$ cat config.mk
export PLATFORM = sky130hd
export DESIGN_NAME = sbm_master
export DESIGN_NICKNAME = d
export VERILOG_FILES = /design/src/hw/sbm_tick_gen.v /design/src/hw/sbm_master.v
export VERILOG_INCLUDE_DIRS = /design/src /design/src/hw
export SDC_FILE = /design/constraint.sdc
export NUM_CORES = 1
export LEC_CHECK = 0
export ABC_AREA = 1
export BUFFER_PORTS_ARGS = -buffer_cell sky130_fd_sc_hd__buf_2
export CAP_MARGIN = 5
export CELL_PAD_IN_SITES_DETAIL_PLACEMENT = 1
export CELL_PAD_IN_SITES_GLOBAL_PLACEMENT = 2
export CORE_UTILIZATION = 33
export CTS_CLUSTER_DIAMETER = 60
export DETAILED_ROUTE_END_ITERATION = 8
export HOLD_SLACK_MARGIN = 0.08
export PLACE_DENSITY_LB_ADDON = 0.15
export SLEW_MARGIN = 10
export SYNTH_ARGS = -nofsm -noshare
export SYNTH_HDL_FRONTEND = slang
export SYNTH_HIERARCHICAL = 1
export SYNTH_SLANG_ARGS = --single-unit
$ cat constraint.sdc
create_clock -name clk -period 2.1 [get_ports clk]
set_input_delay 0.105 -clock clk [delete_from_list [all_inputs] [get_ports clk]]
set_output_delay 0.105 -clock clk [all_outputs]
set_load 0.02 [all_outputs]
$ cat src/hw/sbm_regs.vh
// register offsets, field positions, reset values and timing for the serial byte master
`ifndef SBM_REGS_VH
`define SBM_REGS_VH

// ==========================================================
// register offsets (byte addresses of the register port)
`define SBM_OFS_BYTE_VALUE 8'hB0
`define SBM_OFS_BYTE_OFFSET 8'hB1
`define SBM_OFS_DEVICE_SELECT 8'hB2
`define SBM_OFS_CTRL_STATUS 8'hB3

// ==========================================================
// field positions
`define SBM_DIR_BIT 0
`define SBM_ADDR_MSB 7
`define SBM_ADDR_LSB 1
`define SBM_CS_SHORT_PROT 7
`define SBM_CS_BUSY 5
`define SBM_CS_FAST_TEST 2
`define SBM_CS_REQ_ERR 1

// ==========================================================
// reset values
`define SBM_RST_BYTE 8'h00

// ==========================================================
// timing: serial clock period in ns, quarter periods in clk cycles
`define SBM_CLK_PERIOD_NS 25
`define SBM_SCL_NORMAL_NS 10000
`define SBM_SCL_TEST_NS 1000
// period / 4 / clock period, sized to the divider width
`define SBM_QTR_NORMAL_CYC 8'h64
`define SBM_QTR_TEST_CYC 8'h0A

`endif

$ cat src/hw/sbm_tick_gen.v
// quarter-bit enable divider for the serial clock
`include "sbm_regs.vh"

module sbm_tick_gen #(
    parameter CNT_W = 8,
    parameter [CNT_W-1:0] QTR_NORMAL = `SBM_QTR_NORMAL_CYC,
    parameter [CNT_W-1:0] QTR_TEST = `SBM_QTR_TEST_CYC
) (
    input wire clk,
    input wire rst_b,
    input wire run,
    input wire fastTest,
    output reg tick
);

    reg [CNT_W-1:0] count;
    wire [CNT_W-1:0] limit;

    // ==========================================================
    // divider
    // normal or test rate
    assign limit = fastTest ? QTR_TEST : QTR_NORMAL;

    always @(posedge clk) begin
        if (!rst_b || !run) begin
            count <= {CNT_W{1'b0}};
            tick <= 1'b0;
        end else if (count >= limit - 1'b1) begin
            count <= {CNT_W{1'b0}};
            tick <= 1'b1;
        end else begin
            count <= count + 1'b1;
            tick <= 1'b0;
        end
    end

endmodule

$ cat src/hw/sbm_master.v
// software-driven two-wire byte read/write master with its byte register port
`include "sbm_regs.vh"

module sbm_master (
    input wire clk,
    input wire rst_b,
    input wire busResetPin_b,
    input wire [7:0] regAddr,
    input wire [7:0] regWrData,
    input wire regWr,
    input wire regRd,
    output reg [7:0] regRdData,
    input wire sclIn,
    output wire sclOut,
    output reg sclOe,
    input wire sdaIn,
    output wire sdaOut,
    output reg sdaOe
);

    localparam [1:0] ST_IDLE = 2'b00;
    localparam [1:0] ST_START = 2'b01;
    localparam [1:0] ST_BIT = 2'b10;
    localparam [1:0] ST_STOP = 2'b11;

    localparam [2:0] STEP_ADDR = 3'b000;
    localparam [2:0] STEP_OFFSET = 3'b001;
    localparam [2:0] STEP_DATA = 3'b010;
    localparam [2:0] STEP_RADDR = 3'b011;
    localparam [2:0] STEP_READ = 3'b100;

    reg [7:0] byteValue;
    reg [7:0] byteOffset;
    reg [7:0] deviceSelect;
    reg shortProt;
    reg fastTest;
    reg busy;
    reg reqErr;

    reg [1:0] state;
    reg [1:0] phase;
    reg [2:0] step;
    reg [3:0] bitCnt;
    reg [7:0] shiftReg;
    reg [7:0] rxReg;
    reg ackBad;

    reg sclMeta, sclSync;
    reg sdaMeta, sdaSync;
    reg brMeta, brSync_b;

    wire tick;
    wire advance;
    wire isRead;
    wire dirRead;
    wire launch;
    reg [2:0] next_step;
    reg restartNext;

    // open drain: lines are only ever pulled low
    assign sclOut = 1'b0;
    assign sdaOut = 1'b0;

    // ==========================================================
    // pin synchronisers
    always @(posedge clk) begin
        if (!rst_b) begin
            sclMeta <= 1'b1;
            sclSync <= 1'b1;
            sdaMeta <= 1'b1;
            sdaSync <= 1'b1;
            brMeta <= 1'b1;
            brSync_b <= 1'b1;
        end else begin
            sclMeta <= sclIn;
            sclSync <= sclMeta;
            sdaMeta <= sdaIn;
            sdaSync <= sdaMeta;
            brMeta <= busResetPin_b;
            brSync_b <= brMeta;
        end
    end

    // ==========================================================
    // quarter-bit timing
    sbm_tick_gen sbm_tick_gen_inst (
        .clk(clk),
        .rst_b(rst_b),
        .run(busy),
        .fastTest(fastTest),
        .tick(tick)
    );

    // a target holding scl low stretches the high phase
    assign advance = tick && (phase != 2'd2 || sclSync || state == ST_IDLE);
    assign isRead = (step == STEP_READ);
    assign dirRead = deviceSelect[`SBM_DIR_BIT];
    assign launch = regWr && !busy && regAddr == `SBM_OFS_DEVICE_SELECT;

    // ==========================================================
    // byte selection
    function [7:0] byte_for;
        input [2:0] stp;
        input [7:0] sel;
        input [7:0] ofs;
        input [7:0] val;
        input shortMode;
        begin
            if (stp == STEP_ADDR) begin
                byte_for = {sel[`SBM_ADDR_MSB:`SBM_ADDR_LSB], shortMode & sel[`SBM_DIR_BIT]};
            end else if (stp == STEP_OFFSET) begin
                byte_for = ofs;
            end else if (stp == STEP_DATA) begin
                byte_for = val;
            end else if (stp == STEP_RADDR) begin
                byte_for = {sel[`SBM_ADDR_MSB:`SBM_ADDR_LSB], 1'b1};
            end else begin
                byte_for = 8'hFF;
            end
        end
    endfunction

    // short protocol skips offset; combined read format
    always @* begin
        next_step = STEP_READ;
        restartNext = 1'b0;
        case (step)
            STEP_ADDR: begin
                if (shortProt) begin
                    next_step = dirRead ? STEP_READ : STEP_DATA;
                end else begin
                    next_step = STEP_OFFSET;
                end
            end
            STEP_OFFSET: begin
                if (dirRead) begin
                    next_step = STEP_RADDR;
                    restartNext = 1'b1;
                end else begin
                    next_step = STEP_DATA;
                end
            end
            default: begin
                next_step = STEP_READ;
            end
        endcase
    end

    // ==========================================================
    // registers and transfer sequencer
    always @(posedge clk) begin
        if (!rst_b) begin
            byteValue <= `SBM_RST_BYTE;
            byteOffset <= `SBM_RST_BYTE;
            deviceSelect <= `SBM_RST_BYTE;
            shortProt <= 1'b0;
            fastTest <= 1'b0;
            busy <= 1'b0;
            reqErr <= 1'b0;
            regRdData <= 8'h00;
            state <= ST_IDLE;
            phase <= 2'd0;
            step <= STEP_ADDR;
            bitCnt <= 4'd0;
            shiftReg <= 8'h00;
            rxReg <= 8'h00;
            ackBad <= 1'b0;
            sclOe <= 1'b0;
            sdaOe <= 1'b0;
        end else begin
            if (regRd) begin
                if (regAddr == `SBM_OFS_BYTE_VALUE) begin
                    regRdData <= byteValue;
                end else if (regAddr == `SBM_OFS_BYTE_OFFSET) begin
                    regRdData <= byteOffset;
                end else if (regAddr == `SBM_OFS_DEVICE_SELECT) begin
                    regRdData <= deviceSelect;
                end else if (regAddr == `SBM_OFS_CTRL_STATUS) begin
                    regRdData <= {shortProt, 1'b0, busy, 2'b00, fastTest, reqErr, 1'b0};
                end else begin
                    regRdData <= 8'h00;
                end
            end
            // writes to the transfer fields are ignored while busy
            if (regWr && !busy && regAddr == `SBM_OFS_BYTE_VALUE) begin
                byteValue <= regWrData;
            end
            if (regWr && !busy && regAddr == `SBM_OFS_BYTE_OFFSET) begin
                byteOffset <= regWrData;
            end
            if (regWr && regAddr == `SBM_OFS_CTRL_STATUS) begin
                shortProt <= regWrData[`SBM_CS_SHORT_PROT];
                fastTest <= regWrData[`SBM_CS_FAST_TEST];
                // write one clears; a later set below wins
                if (regWrData[`SBM_CS_REQ_ERR]) begin
                    reqErr <= 1'b0;
                end
            end
            if (!brSync_b) begin
                // bus reset aborts the access but keeps the fields
                state <= ST_IDLE;
                busy <= 1'b0;
                sclOe <= 1'b0;
                sdaOe <= 1'b0;
            end else if (launch) begin
                // target write launches and sets busy
                deviceSelect <= regWrData;
                busy <= 1'b1;
                state <= ST_START;
                phase <= 2'd0;
                step <= STEP_ADDR;
            end else if (advance) begin
                phase <= phase + 2'd1;
                case (state)
                    ST_START: begin
                        if (phase == 2'd0) begin
                            sdaOe <= 1'b0;
                        end else if (phase == 2'd1) begin
                            sclOe <= 1'b0;
                        end else if (phase == 2'd2) begin
                            sdaOe <= 1'b1;
                        end else begin
                            sclOe <= 1'b1;
                            state <= ST_BIT;
                            bitCnt <= 4'd0;
                            shiftReg <= byte_for(step, deviceSelect, byteOffset, byteValue, shortProt);
                        end
                    end
                    ST_BIT: begin
                        if (phase == 2'd0) begin
                            // acknowledge slot always released: ack in, or nack after read
                            sdaOe <= (bitCnt < 4'd8) && !isRead && !shiftReg[7];
                        end else if (phase == 2'd1) begin
                            sclOe <= 1'b0;
                        end else if (phase == 2'd2) begin
                            if (bitCnt < 4'd8) begin
                                rxReg <= {rxReg[6:0], sdaSync};
                            end else begin
                                ackBad <= !isRead && sdaSync;
                            end
                        end else begin
                            sclOe <= 1'b1;
                            if (bitCnt < 4'd8) begin
                                shiftReg <= {shiftReg[6:0], 1'b0};
                                bitCnt <= bitCnt + 4'd1;
                            end else if (ackBad) begin
                                reqErr <= 1'b1;
                                state <= ST_STOP;
                            end else if (step == STEP_READ) begin
                                byteValue <= rxReg;
                                state <= ST_STOP;
                            end else if (step == STEP_DATA) begin
                                state <= ST_STOP;
                            end else if (restartNext) begin
                                step <= next_step;
                                state <= ST_START;
                            end else begin
                                step <= next_step;
                                bitCnt <= 4'd0;
                                shiftReg <= byte_for(next_step, deviceSelect, byteOffset, byteValue, shortProt);
                            end
                        end
                    end
                    ST_STOP: begin
                        if (phase == 2'd0) begin
                            sdaOe <= 1'b1;
                        end else if (phase == 2'd1) begin
                            sclOe <= 1'b0;
                        end else if (phase == 2'd2) begin
                            sdaOe <= 1'b0;
                        end else begin
                            // done: busy clears, read data valid
                            busy <= 1'b0;
                            state <= ST_IDLE;
                        end
                    end
                    default: begin
                        phase <= 2'd0;
                    end
                endcase
            end
        end
    end

endmodule

* Yosys cells after proc, flatten, opt, wreduce, memory -nomap -nowiden *
Cells that the tools add are included.

operators by class
  $add $sub $neg = 4
  mux-type cells = 116
  reductions and logical operators = 43
  bitwise gates (word level) = 7
  magnitude comparators = 2
  equal/unequal tests = 58

operators with widths
  operator                                                               number
  8-bit two-way mux                                                      34
  3-bit inequality test, second input constant                           19
  4-bit two-way mux                                                      11
  2-bit inequality test, second input constant                           19
  3-bit two-way mux                                                      12
  1-bit two-way mux                                                      35
  2-bit two-way mux                                                      17
  8-bit equality test, second input constant                             4
  13-bit AND reduction                                                   2
  8-bit AND reduction                                                    3
  8-bit case mux with 2 select lines                                     1
  14-bit AND reduction                                                   1
  3-bit by 2-bit equality test with 1-bit output, second input constant  4
  10-bit AND reduction                                                   1
  2-bit nonzero test                                                     5
  1-bit logical AND                                                      9
  8-bit by 1-bit adder with 8-bit output, second input constant          1
  8-bit >= comparator                                                    1
  4-bit case mux with 2 select lines                                     1
  8-bit by 1-bit subtractor with 8-bit output, second input constant     1
  7-bit two-way mux                                                      1
  7-bit AND reduction                                                    1
  2-bit equality test, second input constant                             3
  3-bit by 1-bit equality test with 1-bit output, second input constant  2
  24 further kinds                                                       42

storage, ports and cells
  word-level logic and storage cells = 256
  bits of input ports = 23
  flip-flop bits (word level) = 81
  output and inout port bits = 12

* Longest topological paths before layout *
  depth after elaboration = 17
  mapped depth = 13
  depth with buffers taken out = 12

* Modules after synthesis *
The synthesis kept the hierarchy.

by module, submodules not included
  module        seq. area each (um^2)  area each (um^2)  instances  cells an instance
  sbm_master    1,441.4                4,360.4           1          685
  sbm_tick_gen  180.2                  511.7             1          69

* Least setup slack after synthesis *
Ideal clock, no wire load.

  path kind = flip-flop to flip-flop
  from = reg phase[0]
  to = reg byteValue[7]
  required time = 1.987 ns
  stages on the path, launching flop included = 10
  path buffers = 1
  period minus slack after synthesis = 1.690 ns
  setup time = 0.113 ns
  slack = 0.410 ns
  arrival = 1.577 ns
  cells stage by stage = dfxtp_1 > inv_1 > ha_1 > nor2_1 > nand4_2 > nor3_4 > buf_6 > nand2_1 > nand2_1 > nor2_1

between the ends
  word-level cells in the longest chain between the ends = 8
  elaborated cells on any way between the ends = 14
  those cells by class = eq/ne: 3; mux: 7; reduce/logical: 4

RTL lines
  element                 RTL line          RTL
  from (decl)             sbm_master.v:41   reg [1:0] phase;
  from (signal assigned)  sbm_master.v:213  phase <= phase + 2'd1;
  2-bit equality test     sbm_master.v:235  end else if (phase == 2'd2) begin
  8-bit two-way mux       sbm_master.v:235
  8-bit two-way mux       sbm_master.v:233  end else if (phase == 2'd1) begin
  8-bit two-way mux       sbm_master.v:230  if (phase == 2'd0) begin
  8-bit two-way mux       sbm_master.v:214  case (state)
  8-bit two-way mux (*)   sbm_master.v:212  end else if (advance) begin
  8-bit two-way mux (*)   sbm_master.v:205  end else if (launch) begin
  8-bit two-way mux (*)   sbm_master.v:199  if (!brSync_b) begin
  to (signal assigned)    sbm_master.v:153  byteValue <= `SBM_RST_BYTE;
  to (signal assigned)    sbm_master.v:186  byteValue <= regWrData;
  to (signal assigned)    sbm_master.v:250  byteValue <= rxReg;
  to (decl)               sbm_master.v:32   reg [7:0] byteValue;

Mark *: on every way between the ends. The rest lies on a longest branch, timed or not.
A chain may end at the register's enable or synchronous reset.

* Worst setup path after layout *
  from = reg step[2]
  to = reg shiftReg[2]

between the ends
  word-level cells in the longest chain between the ends = 16
  elaborated cells on any way between the ends = 35
  those cells by class = eq/ne: 10; mux: 22; reduce/logical: 3

RTL lines
  element                                                                                   RTL line                                              RTL
  from (decl)                                                                               sbm_master.v:42                                       reg [2:0] step;
  from (signal assigned)                                                                    sbm_master.v:255                                      step <= next_step;
  from (signal assigned)                                                                    sbm_master.v:258                                      step <= next_step;
  3-bit by 1-bit equality test with 1-bit output / 3-bit zero test (equally long branches)  sbm_master.v:111, sbm_master.v:127, sbm_master.v:109
  3-bit case mux with 2 select lines                                                        sbm_master.v:127                                      case (step)
  3-bit by 2-bit equality test with 1-bit output                                            sbm_master.v:115                                      end else if (stp == STEP_RADDR) begin
  8-bit two-way mux                                                                         sbm_master.v:115
  8-bit two-way mux                                                                         sbm_master.v:113                                      end else if (stp == STEP_DATA) begin
  8-bit two-way mux                                                                         sbm_master.v:111                                      end else if (stp == STEP_OFFSET) begin
  8-bit two-way mux                                                                         sbm_master.v:109                                      if (stp == STEP_ADDR) begin
  8-bit two-way mux                                                                         sbm_master.v:254                                      end else if (restartNext) begin
  8-bit two-way mux                                                                         sbm_master.v:252                                      end else if (step == STEP_DATA) begin
  8-bit two-way mux                                                                         sbm_master.v:249                                      end else if (step == STEP_READ) begin
  8-bit two-way mux                                                                         sbm_master.v:246                                      end else if (ackBad) begin
  8-bit two-way mux                                                                         sbm_master.v:243                                      if (bitCnt < 4'd8) begin
  8-bit two-way mux                                                                         sbm_master.v:235
  8-bit two-way mux                                                                         sbm_master.v:233
  8-bit two-way mux                                                                         sbm_master.v:230
  8-bit case mux with 2 select lines                                                        sbm_master.v:214
  to (signal assigned)                                                                      sbm_master.v:226                                      shiftReg <= byte_for(step, deviceSelect, byteOffset, byteValue, shortProt);
  to (signal assigned)                                                                      sbm_master.v:244                                      shiftReg <= {shiftReg[6:0], 1'b0};
  to (signal assigned)                                                                      sbm_master.v:260                                      shiftReg <= byte_for(next_step, deviceSelect, byteOffset, byteValue, shortProt);
  to (decl)                                                                                 sbm_master.v:44                                       reg [7:0] shiftReg;

Parallel ways exist; a longest one is shown, timed or not. The select of a mux whose other input is x is not followed.

==> qor_table.md <==
| Step | Parameter | Value |
| --- | --- | --- |
| floorplanning | Number of rows in the core area | 44 |
| yosys | Top flip-flop cell by instance count after synthesis | sky130_fd_sc_hd__dfxtp_1 |
| sta | Hold violation total from the final report | 0 |
| detailed routing | Detailed-router iteration count before antenna repair | 4 |
| sta | Max transition margin | 56.7% |
| detailed routing | Via count of the routed design | 4969 |
| worst setup path | Origin of the worst setup path | step[2] |
| yosys | Count of flip-flops with a built-in enable after synthesis | 0 |
| floorplanning | Floorplan die width | 124 microns |
| sta | Max Transition Viols Final | 0 |
| place | Post-DP HPWL | 12100 microns |
| global route | Gr ovfl total | 0 |
| floorplanning | IO Count | 35 |
| min path | Hold path cells | 3 |
| final layout | Utilization of the core after routing | 39.6% |
| worst setup path | End of the worst register-to-register path | shiftReg[2] |
| sta | Final-report setup violation count | 0 |
| final layout | Most frequent cells in the layout | sky130_fd_sc_hd__nand2_1 (181), sky130_fd_sc_hd__nor2_1 (103), sky130_fd_sc_hd__inv_1 (98), sky130_fd_sc_hd__dfxtp_1 (81) |
| yosys | Mean instance size in the synthesized netlist | 6.46 sq um |
| global route | Maximum number of pins on one net before global-route repair | 28 |
| final layout | Sequential cell area | 1620 sq um |
| worst setup path | Required time at the endpoint of the critical path | 2.34 ns |
| yosys | Top-area cell type share of the netlist area | 33.3% |
| place | PortBufs | 32 |
| floorplanning | Full die area | 15300 sq um |
| floorplanning | Core region area | 14500 sq um |
| global route | Vias in the first global route | 4935 |
| worst setup path | CP Max Fanout | 9 |
| final layout | Post-Layout Inst Area | 5730 sq um |
| cts | Maximum buffer depth of the clock tree | 2 |
| yosys | Count of yosys warnings during synthesis | 6 |
| place | Final weighted congestion of routability-driven global placement | 0.873 |
| final layout | Layout fillers | 1913 |
| min path | Hold Crit Start | regWr |
| worst setup path | Startpoint of the worst register-to-register path | step[2] |
| detailed routing | Routed vias/inst | 5.00 |
| final layout | Fin nets | 843 |
| sta | Max frequency | 510 MHz |
| cts | CTS Buf Count | 9 |
| cts | Clk sink count | 81 |
| final layout | Antenna cells | 0 |
| pwr | Total leakage power | 2.62 nW |
| global route | Global-route wire length before repair | 25800 microns |
| worst setup path | Capturing element type of the critical path | flip-flop |
| sta | Slew of the pin with the lowest slew margin | 0.647 ns |
| cts | Clock Tree Root | sky130_fd_sc_hd__clkbuf_16 |
| worst setup path | Cell depth of the worst flop-to-flop path | 9 |
| yosys | Post-synthesis cell type with the largest combined area | sky130_fd_sc_hd__dfxtp_1 |
| sta | Post-route clock period utilization | 93.3% |
| global route | Antenna violations before repair | 0 |
| detailed routing | Total wire length after detailed routing | 16000 microns |
| pwr | Power per cell area | 599 nW/um^2 |
| sta | RSZ-0062 raised after global routing | false |
| sta | Final total negative setup slack | 0 ns |
| yosys | Sequential share of the synthesized area | 33.3% |
| final layout | Post-synthesis to final-layout area growth | 17.5% |
| yosys | Async set or reset register ratio after synthesis | 0% |
| worst setup path | Arrival time worst endpoint | 2.20 ns |
| min path | Min-Delay Endpoint | shortProt |
| place | Placed instance area | 5220 sq um |
| global route | Gr usage total | 22.5% |
| detailed routing | DR DRC count | 0 |
| sta | Worst setup skew after layout | 0.0102 ns |
| floorplanning | Effective utilization at floorplan | 33.7% |
| detailed routing | Number of DRC markers after the initial detailed-route iteration | 277 |
| worst setup path | Worst reg2reg setup slack | 0.14 ns |
| cts | Clock tree from TritonCTS | yes |
| yosys | Post-Syn Area | 4870 sq um |
| worst setup path | Startpoint types | flip-flop |
| sta | Post-layout minimum cycle time | 1.96 ns |
| worst setup path | Critical path type | reg -> reg |
| detailed routing | DR WL/cell | 16.1 microns |
| cts | Level count of the clock H-tree | 3 |
| yosys | Leading post-synthesis cells by cell area | sky130_fd_sc_hd__dfxtp_1 (33%), sky130_fd_sc_hd__nand2_1 (14%), sky130_fd_sc_hd__nor2_1 (7.9%) |
| outcome | Result of the run | finished, final reports clean |
| yosys | Number of storage elements in the synthesis netlist | 81 |
| min path | Class of the worst hold path | in -> reg |
| final layout | Area of combinational cells with multiple inputs | 2690 sq um |
| cts | Clock slew at the register clock pins of the worst setup and hold paths | 0.06 ns |
| final layout | Proportion of layout cells with a drive suffix above 1 | 14.8% |
| final layout | Most frequent standard cell in the layout excluding fill and tap cells | sky130_fd_sc_hd__nand2_1 |
| floorplanning | Chip Height | 124 microns |
| cts | Clock network latency to the later pin of the worst-skew pair | 0.35 ns |
| detailed routing | Post-DRT Antenna Nets | 0 |
| yosys | Number of distinct library cells after synthesis | 38 |
| yosys | Number of cells produced by synthesis | 754 |
| pwr | Total power of the final layout | 3.43 mW |
| pwr | VDD IR-drop max | 0.476 mV |
| run | Number of violations of the max-capacitance limit | 0 |
## state kept, by name (all words and copies together) (netlist names), 2 cells and up
register                 count
byteOffset                   8
byteValue                    8
deviceSelect                 8
regRdData                    8
rxReg                        8
sbm_tick_gen_inst/count      8
shiftReg                     8
bitCnt                       4
step                         3
phase                        2
state                        2
## power breakdown
part           switching, mW  total, mW  leakage (nW)  internal [mW]
Combinational         0.0977      0.157          1.82         0.0592
Clock                  0.681       1.72         0.144           1.04
Sequential           0.00596       1.55         0.654           1.55
Total                  0.785       3.43          2.62           2.64
## worst max-delay path, cell delays in order, from the launching register on
cell                      delay [ns]
sky130_fd_sc_hd__dfxtp_1        0.44
sky130_fd_sc_hd__nor2_2         0.49
sky130_fd_sc_hd__nand3_1        0.18
sky130_fd_sc_hd__nand2_1        0.09
sky130_fd_sc_hd__nor2_1         0.05
sky130_fd_sc_hd__nand2_2        0.15
sky130_fd_sc_hd__nor2_8         0.08
sky130_fd_sc_hd__buf_4          0.14
sky130_fd_sc_hd__o21ai_0        0.15
sky130_fd_sc_hd__nor2_1         0.06
## routing by layer
layer,track usage (%),vias up,wire [microns]
met3,4.01,25,407
met4,8.96,0,409
li1,-,2495,-
met2,38.6,72,7870
met1,27.7,2377,7300
met5,0,-,0
## final cells by class
| cell class | count | area share, % |
|---|---|---|
| Clock buffer | 9 | 3.93 |
| Sequential cell | 81 | 28.3 |
| Tap cell | 184 | 4.02 |
| Clock inverter | 6 | 1.59 |
| Multi-Input combinational cell | 541 | 47.0 |
| Timing Repair Buffer | 64 | 7.95 |
| Inverter | 109 | 7.14 |
## worst max-delay path by stage
| stage | slack, ns | cells after the start | end |
|---|---|---|---|
| after floorplan | 0.41 | 9 | byteValue[7] |
| after global placement | 0.20 | 12 | shiftReg[2] |
| after detailed placement | 0.12 | 12 | shiftReg[2] |
| after CTS | 0.09 | 12 | shiftReg[2] |
| after global routing | 0.02 | 11 | byteValue[0] |
| final | 0.14 | 9 | shiftReg[2] |
## stage by stage
step	worst slack, ns	std cells	hold WS [ns]
floorplan	0.410	755	0.212
global placement	0.196	959	0.294
detailed placement	0.122	959	0.301
CTS	0.0913	986	0.157
global route	0.0183	994	0.201
finish	0.140	994	0.174
## logic make-up after synthesis
| kind of cell | count (synthesis) | synth area share, % |
|---|---|---|
| AO/OA/AOI/OAI | 120 | 12.6 |
| other | 1 | 0.0770 |
| AND/OR/NAND/NOR | 400 | 37.9 |
| adder cells (fa/ha/maj) | 14 | 3.60 |
| flip-flops | 81 | 33.3 |
| buffers and inverters | 134 | 11.8 |
| XOR/XNOR | 4 | 0.719 |
## what timing repair did
item                       4_1_cts  5_1_grt
hold buffers                    12        0
hold endpoints to repair        19        0
setup endpoints to repair        0       12
buffers inserted                 0        7
gates resized for setup          0        2
## Yosys cell counts, types with 3 or more instances
cell,count
sky130_fd_sc_hd__buf_4,5
sky130_fd_sc_hd__or2_2,6
sky130_fd_sc_hd__nor2_2,5
sky130_fd_sc_hd__nand3_2,6
sky130_fd_sc_hd__inv_1,98
sky130_fd_sc_hd__nand3_1,51
sky130_fd_sc_hd__nand2_2,10
sky130_fd_sc_hd__buf_6,7
sky130_fd_sc_hd__clkbuf_1,10
sky130_fd_sc_hd__o21ai_0,51
sky130_fd_sc_hd__inv_2,11
sky130_fd_sc_hd__nand2_1,181
sky130_fd_sc_hd__ha_1,14
sky130_fd_sc_hd__nand4_1,21
sky130_fd_sc_hd__dfxtp_1,81
sky130_fd_sc_hd__nor2_1,103
sky130_fd_sc_hd__o21ai_1,22
sky130_fd_sc_hd__nor3_1,3
sky130_fd_sc_hd__a21oi_1,39
sky130_fd_sc_hd__o22ai_1,4
Power figures use the tool's default switching activity.
